--- config.mk ---
export PLATFORM = sky130hd
export DESIGN_NAME = eif_ext_irq_flags
export DESIGN_NICKNAME = d
export VERILOG_FILES = /design/src/eif_pkg.sv /design/src/eif_ext_irq_flags.sv
export SDC_FILE = /design/constraint.sdc
export NUM_CORES = 1
export LEC_CHECK = 0
export ABC_AREA = 1
export BUFFER_PORTS_ARGS = -buffer_cell sky130_fd_sc_hd__buf_2
export CAP_MARGIN = 20
export CORE_MARGIN = 4
export CORE_UTILIZATION = 50
export DETAILED_ROUTE_END_ITERATION = 8
export PLACE_DENSITY = 0.88
export SLEW_MARGIN = 10
export SYNTH_ARGS = -nofsm -noshare
export SYNTH_HDL_FRONTEND = slang
export SYNTH_SLANG_ARGS = --single-unit
--- constraint.sdc ---
create_clock -name ref_clk -period 1.77 [get_ports ref_clk]
set_input_delay 0.354 -clock ref_clk [delete_from_list [all_inputs] [get_ports ref_clk]]
set_output_delay 0.354 -clock ref_clk [all_outputs]
set_load 0.03 [all_outputs]
--- src/eif_pkg.sv ---
/*
  Constants, register map and carrier types of the external pin interrupt
  flag and priority block.
  Assumes a 32-bit APB master and a core that pulses one bit per pin when
  it runs that pin's exception handling.
*/
package eif_pkg;

  // Pin count and flag field
  localparam int unsigned NPIN = 5;
  localparam int unsigned FLAG_MSB = 4;

  // Register indices; the byte address is four times the index
  localparam logic [7:0] IDX_SENSE = 8'hf4;
  localparam logic [7:0] IDX_ENABLE = 8'hf5;
  localparam logic [7:0] IDX_FLAGS = 8'hf6;
  localparam logic [7:0] IDX_PRIO1 = 8'hf8;
  localparam logic [7:0] IDX_PRIO2 = 8'hf9;
  localparam logic [7:0] IDX_STAT = 8'hfa;
  localparam logic [7:0] IDX_CLR = 8'hfb;
  localparam logic [7:0] IDX_IEN = 8'hfc;

  // Byte addresses on the 12-bit APB address
  localparam logic [11:0] ADDR_SENSE = {2'h0, IDX_SENSE, 2'h0};
  localparam logic [11:0] ADDR_ENABLE = {2'h0, IDX_ENABLE, 2'h0};
  localparam logic [11:0] ADDR_FLAGS = {2'h0, IDX_FLAGS, 2'h0};
  localparam logic [11:0] ADDR_PRIO1 = {2'h0, IDX_PRIO1, 2'h0};
  localparam logic [11:0] ADDR_PRIO2 = {2'h0, IDX_PRIO2, 2'h0};
  localparam logic [11:0] ADDR_STAT = {2'h0, IDX_STAT, 2'h0};
  localparam logic [11:0] ADDR_CLR = {2'h0, IDX_CLR, 2'h0};
  localparam logic [11:0] ADDR_IEN = {2'h0, IDX_IEN, 2'h0};

  // Values after reset
  localparam logic [4:0] RST_PIN5 = 5'h00;
  localparam logic [4:0] RST_SYNC = 5'h1f;
  localparam logic [7:0] RST_PRIO = 8'h00;
  localparam logic [31:0] RST_RDATA = 32'h0000_0000;

  // Bit positions in the second priority register
  localparam int unsigned B2_TMR3 = 7;
  localparam int unsigned B2_TMR4 = 6;
  localparam int unsigned B2_SER = 3;
  localparam int unsigned B2_ADC = 1;

  // Priority level per source group, 1 = high
  typedef struct packed {
    logic irq0;
    logic irq1;
    logic irq23;
    logic irq4;
    logic watchdogUnit;
    logic tmr0;
    logic tmr1;
    logic tmr2;
    logic tmr3;
    logic tmr4;
    logic serialCommUnit;
    logic converter;
  } eif_prio_t;

endpackage

--- src/eif_ext_irq_flags.sv ---
/*
  External pin event flags with level or falling-edge sensing, software
  read-then-write-0 clearing, exception-driven clearing, two priority
  registers and a masked summary interrupt, all behind an APB slave.
  Assumes pins are asynchronous and low-active, and that excDone carries
  one-cycle pulses on ref_clk from the core's exception logic.
*/
// The APB slave port was left to the implementer.
// What this block does
// - Enable bit 1 lets that pin's interrupt reach the processor.
// - Software clears a flag only after reading it as 1 then writing 0.
// - Level mode: exception handling with pin high clears the flag.
// - Edge mode: exception handling clears the flag unless a new falling edge comes in that cycle.
// - Level mode sets flag while pin low; edge mode on falling edge.
// - Writes only clear flags; ones never set; upper three bits fixed.
// - Priority bit 0 low, 1 high; both registers reset to zero.
// - Fixed bit-to-source map of both priority registers.
`timescale 1ns/1ps

module eif_ext_irq_flags (
  input wire logic ref_clk, // System clock, 125 MHz
  input wire logic rst_n, // Synchronous reset, low active
  input wire logic psel, // APB select
  input wire logic penable, // APB access phase
  input wire logic pwrite, // APB direction, 1 = write
  input wire logic [11:0] paddr, // APB byte address
  input wire logic [31:0] pwdata, // APB write data
  output logic [31:0] prdata, // APB read data
  output logic pready, // APB ready, no wait states
  output logic pslverr, // APB error, unmapped address
  input wire logic [4:0] extReqPin_n, // External request pins, low active
  input wire logic [4:0] excDone, // Core ran this pin's exception
  output logic [4:0] pinReqOut, // Per-pin request to the core
  output eif_pkg::eif_prio_t prioLevels, // Priority per source group
  output logic irqOut // Summary interrupt, level
);

  logic [4:0] sync1_ff, sync2_ff, sync3_ff, pinLvl_ff;
  logic [4:0] sense_ff, enable_ff, flags_ff, armed_ff;
  logic [4:0] stat_ff, ien_ff;
  logic [7:0] prio1_ff, prio2_ff;
  logic [31:0] prdata_ff;
  logic pslverr_ff;

  // APB phase decode; the slave never stalls
  wire setupPh = psel & ~penable;
  wire accPh = psel & penable;
  wire wrAcc = accPh & pwrite;
  wire rdAcc = accPh & ~pwrite;
  wire wordAl = (paddr[1:0] == 2'h0);

  // Address hits
  wire hitSense = (paddr == eif_pkg::ADDR_SENSE);
  wire hitEnable = (paddr == eif_pkg::ADDR_ENABLE);
  wire hitFlags = (paddr == eif_pkg::ADDR_FLAGS);
  wire hitPrio1 = (paddr == eif_pkg::ADDR_PRIO1);
  wire hitPrio2 = (paddr == eif_pkg::ADDR_PRIO2);
  wire hitStat = (paddr == eif_pkg::ADDR_STAT);
  wire hitClr = (paddr == eif_pkg::ADDR_CLR);
  wire hitIen = (paddr == eif_pkg::ADDR_IEN);
  wire hitAny = wordAl & (hitSense | hitEnable | hitFlags | hitPrio1 |
                          hitPrio2 | hitStat | hitClr | hitIen);

  // Read selection; the clear register reads as zero
  wire [7:0] rdByte =
    hitSense ? {3'h0, sense_ff} :
    hitEnable ? {3'h0, enable_ff} :
    hitFlags ? {3'h0, flags_ff} :
    hitPrio1 ? prio1_ff :
    hitPrio2 ? prio2_ff :
    hitStat ? {3'h0, stat_ff} :
    hitIen ? {3'h0, ien_ff} : 8'h00;

  // Read data is sampled in setup so the access phase sees a stable word
  always_ff @(posedge ref_clk) begin
    if (!rst_n) begin
      prdata_ff <= eif_pkg::RST_RDATA;
      pslverr_ff <= 1'b0;
    end else if (setupPh) begin
      prdata_ff <= {24'h00_0000, rdByte};
      pslverr_ff <= ~hitAny;
    end
  end

  assign prdata = prdata_ff;
  assign pslverr = pslverr_ff;
  assign pready = 1'b1;

  // Write strobes per register
  wire wrSense = wrAcc & hitSense & wordAl;
  wire wrEnable = wrAcc & hitEnable & wordAl;
  wire wrFlags = wrAcc & hitFlags & wordAl;
  wire wrPrio1 = wrAcc & hitPrio1 & wordAl;
  wire wrPrio2 = wrAcc & hitPrio2 & wordAl;
  wire wrClr = wrAcc & hitClr & wordAl;
  wire wrIen = wrAcc & hitIen & wordAl;
  wire rdFlags = rdAcc & hitFlags & wordAl;

  // Accept a new level only once stages two and three agree
  wire [4:0] agree = ~(sync2_ff ^ sync3_ff);
  wire [4:0] nxt_pinLvl = (agree & sync2_ff) | (~agree & pinLvl_ff);
  wire [4:0] fallEv = pinLvl_ff & ~nxt_pinLvl;

  // Three-stage pin synchroniser; idle level is high
  always_ff @(posedge ref_clk) begin
    if (!rst_n) begin
      sync1_ff <= eif_pkg::RST_SYNC;
      sync2_ff <= eif_pkg::RST_SYNC;
      sync3_ff <= eif_pkg::RST_SYNC;
      pinLvl_ff <= eif_pkg::RST_SYNC;
    end else begin
      sync1_ff <= extReqPin_n;
      sync2_ff <= sync1_ff;
      sync3_ff <= sync2_ff;
      pinLvl_ff <= nxt_pinLvl;
    end
  end

  // Flag setting per sense mode
  wire [4:0] setEv = (~sense_ff & ~pinLvl_ff) | (sense_ff & fallEv);

  // Exception clears: level mode needs the pin back high
  wire [4:0] hwClr = excDone & (sense_ff | pinLvl_ff);

  // Software clear needs a prior read of 1; a written 1 is ignored
  wire [4:0] swClr = {5{wrFlags}} & armed_ff & ~pwdata[4:0];

  // A set in the same cycle as a clear keeps the flag
  wire [4:0] nxt_flags = setEv | (flags_ff & ~(hwClr | swClr));

  // Read arms bits seen as 1; any write to the flags disarms
  wire [4:0] nxt_armed = wrFlags ? 5'h00 :
                         rdFlags ? (armed_ff | prdata_ff[4:0]) & nxt_flags :
                         armed_ff & nxt_flags;

  // Sticky status on every new flag, set beats the clear write
  wire [4:0] newEv = setEv & ~flags_ff;
  wire [4:0] clrMask = wrClr ? pwdata[4:0] : 5'h00;
  wire [4:0] nxt_stat = newEv | (stat_ff & ~clrMask);

  // Flag, arming and status state
  always_ff @(posedge ref_clk) begin
    if (!rst_n) begin
      flags_ff <= eif_pkg::RST_PIN5;
      armed_ff <= eif_pkg::RST_PIN5;
      stat_ff <= eif_pkg::RST_PIN5;
    end else begin
      flags_ff <= nxt_flags;
      armed_ff <= nxt_armed;
      stat_ff <= nxt_stat;
    end
  end

  // Plain control registers
  always_ff @(posedge ref_clk) begin
    if (!rst_n) begin
      sense_ff <= eif_pkg::RST_PIN5;
      enable_ff <= eif_pkg::RST_PIN5;
      ien_ff <= eif_pkg::RST_PIN5;
      prio1_ff <= eif_pkg::RST_PRIO;
      prio2_ff <= eif_pkg::RST_PRIO;
    end else begin
      if (wrSense) sense_ff <= pwdata[4:0];
      if (wrEnable) enable_ff <= pwdata[4:0];
      if (wrIen) ien_ff <= pwdata[4:0];
      if (wrPrio1) prio1_ff <= pwdata[7:0];
      if (wrPrio2) prio2_ff <= pwdata[7:0];
    end
  end

  // Requests to the core gated by enables
  assign pinReqOut = flags_ff & enable_ff;

  // Summary interrupt from enabled status bits
  assign irqOut = |(stat_ff & ien_ff);

  // Source-group priority map, 1 = high level
  assign prioLevels.irq0 = prio1_ff[7];
  assign prioLevels.irq1 = prio1_ff[6];
  assign prioLevels.irq23 = prio1_ff[5];
  assign prioLevels.irq4 = prio1_ff[4];
  assign prioLevels.watchdogUnit = prio1_ff[3];
  assign prioLevels.tmr0 = prio1_ff[2];
  assign prioLevels.tmr1 = prio1_ff[1];
  assign prioLevels.tmr2 = prio1_ff[0];
  assign prioLevels.tmr3 = prio2_ff[eif_pkg::B2_TMR3];
  assign prioLevels.tmr4 = prio2_ff[eif_pkg::B2_TMR4];
  assign prioLevels.serialCommUnit = prio2_ff[eif_pkg::B2_SER];
  assign prioLevels.converter = prio2_ff[eif_pkg::B2_ADC];

  // Checks on the flag machinery and the register map

  property p_req_gate;
    @(posedge ref_clk) disable iff (!rst_n)
    pinReqOut == (flags_ff & enable_ff);
  endproperty
  a_req_gate: assert property (p_req_gate)
    else $error("pin request not equal to flag and enable");

  property p_req_enable;
    @(posedge ref_clk) disable iff (!rst_n)
    (enable_ff == 5'h00) |-> (pinReqOut == 5'h00);
  endproperty
  a_req_enable: assert property (p_req_enable)
    else $error("request went out with enables clear");

  property p_clear_cause;
    @(posedge ref_clk) disable iff (!rst_n)
    ((~flags_ff & $past(flags_ff)) &
     ~($past(excDone) | ($past(armed_ff) & {5{$past(wrFlags)}}))) == 5'h00;
  endproperty
  a_clear_cause: assert property (p_clear_cause)
    else $error("flag cleared without read-then-write or exception");

  property p_sw_clear;
    @(posedge ref_clk) disable iff (!rst_n)
    (wrFlags && armed_ff[1] && !pwdata[1] && !setEv[1]) |=>
    !flags_ff[1];
  endproperty
  a_sw_clear: assert property (p_sw_clear)
    else $error("flag 1 kept after read of 1 and write of 0");

  property p_level_exc;
    @(posedge ref_clk) disable iff (!rst_n)
    (excDone[0] && !sense_ff[0] && pinLvl_ff[0]) |=> !flags_ff[0];
  endproperty
  a_level_exc: assert property (p_level_exc)
    else $error("level flag 0 survived exception with pin high");

  property p_edge_exc;
    @(posedge ref_clk) disable iff (!rst_n)
    (excDone[4] && sense_ff[4] && !fallEv[4]) |=> !flags_ff[4];
  endproperty
  a_edge_exc: assert property (p_edge_exc)
    else $error("edge flag 4 survived exception");

  property p_level_set;
    @(posedge ref_clk) disable iff (!rst_n)
    (!sense_ff[1] && !pinLvl_ff[1]) |=> flags_ff[1];
  endproperty
  a_level_set: assert property (p_level_set)
    else $error("level flag 1 not set while pin low");

  property p_edge_set;
    @(posedge ref_clk) disable iff (!rst_n)
    (sense_ff[4] && (sync2_ff[4] == sync3_ff[4]) && !sync3_ff[4] &&
     pinLvl_ff[4]) |=> flags_ff[4];
  endproperty
  a_edge_set: assert property (p_edge_set)
    else $error("edge flag 4 not set on falling pin");

  property p_no_write_set;
    @(posedge ref_clk) disable iff (!rst_n)
    ((flags_ff & ~$past(flags_ff)) & ~$past(setEv)) == 5'h00;
  endproperty
  a_no_write_set: assert property (p_no_write_set)
    else $error("flag rose without a pin event");

  property p_upper_zero;
    @(posedge ref_clk) disable iff (!rst_n)
    (setupPh && hitFlags) |=> (prdata[7:5] == 3'h0);
  endproperty
  a_upper_zero: assert property (p_upper_zero)
    else $error("upper flag bits read nonzero");

  property p_prio_reset;
    @(posedge ref_clk) disable iff (!rst_n)
    $past(!rst_n) |-> (prio1_ff == 8'h00 && prio2_ff == 8'h00);
  endproperty
  a_prio_reset: assert property (p_prio_reset)
    else $error("priority registers not zero after reset");

  property p_prio_map;
    @(posedge ref_clk) disable iff (!rst_n)
    (wrPrio2 && pwdata[7] && pwdata[3]) |=>
    (prioLevels.tmr3 && prioLevels.serialCommUnit);
  endproperty
  a_prio_map: assert property (p_prio_map)
    else $error("second priority bits 7 and 3 not mapped");

  property p_irq_out;
    @(posedge ref_clk) disable iff (!rst_n)
    (newEv[0] && ien_ff[0] && !wrIen) |=> irqOut;
  endproperty
  a_irq_out: assert property (p_irq_out)
    else $error("summary interrupt missing after enabled event");

  // Status, filter and bus-side checks; a clear write must not eat a new event

  property p_stat_set;
    @(posedge ref_clk) disable iff (!rst_n)
    (newEv != 5'h00) |=> ((stat_ff & $past(newEv)) == $past(newEv));
  endproperty
  a_stat_set: assert property (p_stat_set)
    else $error("status bit not set by a new flag");

  property p_stat_clear;
    @(posedge ref_clk) disable iff (!rst_n)
    wrClr |=>
    ((stat_ff & $past(clrMask) & ~$past(newEv)) == 5'h00);
  endproperty
  a_stat_clear: assert property (p_stat_clear)
    else $error("status bit kept after clear write");

  property p_level_keep;
    @(posedge ref_clk) disable iff (!rst_n)
    (excDone[0] && !sense_ff[0] && !pinLvl_ff[0]) |=> flags_ff[0];
  endproperty
  a_level_keep: assert property (p_level_keep)
    else $error("level flag 0 lost on exception with pin low");

  property p_filter;
    @(posedge ref_clk) disable iff (!rst_n)
    (sync2_ff[0] != sync3_ff[0]) |=> $stable(pinLvl_ff[0]);
  endproperty
  a_filter: assert property (p_filter)
    else $error("pin level moved before stages agreed");

  property p_armed_drop;
    @(posedge ref_clk) disable iff (!rst_n)
    wrFlags |=> (armed_ff == 5'h00);
  endproperty
  a_armed_drop: assert property (p_armed_drop)
    else $error("flag arming kept after a flag write");

  property p_prio_hold;
    @(posedge ref_clk) disable iff (!rst_n)
    (!wrPrio1 && !wrPrio2) |=>
    ($stable(prio1_ff) && $stable(prio2_ff));
  endproperty
  a_prio_hold: assert property (p_prio_hold)
    else $error("priority register changed without a write");

  property p_slverr;
    @(posedge ref_clk) disable iff (!rst_n)
    (setupPh && !hitAny) |=> pslverr;
  endproperty
  a_slverr: assert property (p_slverr)
    else $error("no bus error on unmapped address");

  property p_rd_stable;
    @(posedge ref_clk) disable iff (!rst_n)
    accPh |=> $stable(prdata);
  endproperty
  a_rd_stable: assert property (p_rd_stable)
    else $error("read data moved at the access edge");

endmodule

==> flow_summary_export.csv <==
group,metric,value,unit
logic_synthesis,synth_edf_count,0,
clock_tree,cts_setup_buffers,0,
worst_setup_path,crit_fanout,3,
logic_synthesis,async_flop_share,0,
sta,worst_slew_pin_slew,0.578,ns
sta,period_share,0.921,
sta,fin_ws,0.141,ns
power_and_ir_drop,peakVddDrop,0.655,mV
clock_tree,clockBufferDepth,2,
worst_setup_path,end_kind,"output pin",
sta,final_max_slew_viol_count,0,
logic_synthesis,synth_area_leaders,"dfxtp_1 (42%), o21ai_0 (7.5%), nand2_1 (7.4%)",
placed_design,hpwlAfterDp,6810,µm
placed_design,gp_congestion,0.852,
worst_setup_path,arrival,1.28,ns
die,die_x,93.0,µm
detailed_routing,drt_iter0_drc,244,
die,ios,111,
worst_setup_path,r2r_setup_slack,0.52,ns
final_layout,final_util,0.617,
worst_setup_path,cp-start-kind,"flip-flop",
final_layout,drive_above_1_share,0.261,
power_and_ir_drop,power.leakage,1.89,nW
hold_path,worstHoldPathType,"in -> reg",
global_routing,grt_use_total,0.209,
clock_tree,cts_tree,"built",
final_layout,syn_to_final_growth,18.0,%
logic_synthesis,synth_most_common_cell,"dfxtp_1",
detailed_routing,drc,0,
placed_design,dpl.cell_count,651,
detailed_routing,dr_total_vias,3371,
placed_design,pre_cts_ws,-0.0299,ns
worst_setup_path,critPathBufInv,1,
worst_setup_path,crit_chain,"nand2_1 -> nand2_1 -> a221oi_2 -> nand2_1 -> buf_2",
logic_synthesis,synth_top_area_cell,"dfxtp_1",
sta,rsz0062_at_grt,"no",
worst_setup_path,cp_top_family,"flip-flops",
worst_setup_path,cp.required,1.42,ns
hold_path,hold_path_depth,2,
die,row_count,30,
die,dieArea,8650,µm²
sta,finalSetupViolCount,0,
logic_synthesis,netlist_instances,481,
detailed_routing,wirelength,8800,µm
sta,maxSlewHeadroom,0.614,
global_routing,gr-total-overflow,0,
final_layout,final_cells,667,
worst_setup_path,r2r_cells,7,
detailed_routing,vias_per_cell,5.05,
logic_synthesis,synth.avg_cell_area,7.51,µm²
die,coreArea,6910,µm²
global_routing,grt_pass1_vias,3186,
sta,max_freq,614,MHz
worst_setup_path,cp_slowest_stage_delay,0.34,ns
die,initial_core_util,0.523,
worst_setup_path,path_common_cell,"nand2_1",
clock_tree,clkSinkCount,75,
sta,skew,0.00821,ns
sta,timing.final.crit_period,1.63,ns
clock_tree,cts-root-buf,"clkbuf_8",
logic_synthesis,ys_types,35,
outcome,status,"finished clean",
global_routing,antenna_found_initial,0,
power_and_ir_drop,power_density,746,nW/µm²
final_layout,nets,625,
final_layout,fillCellCount,635,
final_layout,antenna_cells,0,
placed_design,port_buffers,61,
clock_tree,clk_pin_slew_worst_paths,0.08,ns
logic_synthesis,synthesis.area,3610,µm²
clock_tree,clkLatencyLatePin,0.35,ns
logic_synthesis,ys_seq_elements,75,
detailed_routing,detail-route-antenna-nets,0,
logic_synthesis,yosysSeqAreaShare,0.416,
logic_synthesis,synthFlopType,"dfxtp_1",
detailed_routing,wl_per_cell,13.2,µm
detailed_routing,drt_first_pass_iters,5,
logic_synthesis,synth_top_cells_by_count,"dfxtp_1 (75), nand2_1 (71), inv_1 (61)",
die,die_h,93.0,µm
run,drv_cap,0,
clock_tree,cts_htree_levels,3,
clock_tree,numCtsBuffers,9,
global_routing,grt_max_degree,41,
worst_setup_path,slowest_stage,"dfxtp_1",
logic_synthesis,yosysWarnings,0,
worst_setup_path,cp.depth,5,
worst_setup_path,critPathKind,"reg -> out",
logic_synthesis,synth_top_area_frac,0.416,
global_routing,grt_pass1_wl,14200,µm
sta,hold_viol_final,0,
-- through the flow --
stage                     cell area, µm²  total power, W  hold WS [ns]  setup TNS, ns
after CTS                           4260         0.00320         0.166              0
final                               4260         0.00318         0.184              0
after global placement              4080         0.00202         0.396              0
after floorplan                     3700         0.00197         0.392              0
after detailed placement            4080         0.00202         0.399         -0.134
after global routing                4260         0.00330         0.167              0
-- layout by cell type, fill, tap and decap left out, types with 2 or more instances in the layout --
| cell type | Yosys | layout |
|---|---|---|
| a21oi_1 | 45 | 45 |
| a31oi_1 | 11 | 11 |
| buf_2 | 2 | 61 |
| buf_4 | 32 | 30 |
| clkbuf_8 | 0 | 10 |
| clkinv_2 | 1 | 3 |
| clkinvlp_4 | 0 | 3 |
| conb_1 | 2 | 25 |
| dfxtp_1 | 75 | 75 |
| inv_1 | 61 | 61 |
| inv_2 | 5 | 5 |
| nand2_1 | 71 | 71 |
| nand3_1 | 26 | 26 |
| nand3_4 | 2 | 2 |
| nand4_1 | 9 | 9 |
| nand4_4 | 2 | 2 |
| nor2_1 | 26 | 26 |
| nor2_2 | 6 | 6 |
| nor2_4 | 5 | 5 |
| nor3_1 | 7 | 7 |
| o21ai_0 | 54 | 54 |
| o21ai_1 | 2 | 2 |
| o21bai_1 | 5 | 5 |
| o22ai_1 | 2 | 2 |
| or2_2 | 13 | 13 |
-- kinds of logic after synthesis --
group                  after synthesis  share of synthesized area
AND/OR/NAND/NOR                    174                      0.256
buffers and inverters              108                      0.147
flip-flops                          75                      0.416
AO/OA/AOI/OAI                      122                      0.180
other                                2                    0.00208
-- timing repair --
item	4_1_cts	5_1_grt
gates resized for setup	0	1
endpoints found under the setup margin	0	1
hold buffers	0	0
-- per-layer routing --
metal  vias to the layer above  global-route usage  share of wire
met5                         -                   0              0
met3                        24              0.0571          0.074
met1                      1503               0.245           0.42
met2                       145               0.365           0.48
met4                         0              0.0720          0.021
li1                       1699                   -              -
-- where the power goes --
group | internal (W) | switching [W] | leakage (nW) | total, W
registers | 0.00170 | 0.00000698 | 0.608 | 0.00171
clock network | 0.000543 | 0.000647 | 0.0843 | 0.00119
logic | 0.0000773 | 0.000199 | 1.19 | 0.000277
-- layout make-up --
| cell class | count | area (µm²) | area share |
|---|---|---|---|
| Clock inverter | 6 | 41.3 | 0.00969 |
| Timing Repair Buffer | 91 | 531 | 0.124 |
| Inverter | 68 | 256 | 0.0602 |
| Clock buffer | 10 | 138 | 0.0323 |
| Multi-Input combinational cell | 321 | 1670 | 0.393 |
| Tap cell | 96 | 120 | 0.0282 |
| Sequential cell | 75 | 1500 | 0.352 |
-- path summary, 6_finish.rpt --
check                 startpoint     endpoint
setup / recovery      stat_ff[0]       irqOut
hold / removal    extReqPin_n[1]  sync1_ff[1]
setup reg to reg    pinLvl_ff[1]  armed_ff[1]
hold reg to reg      sync1_ff[2]  sync2_ff[2]
Power figures use the tool's default switching activity.
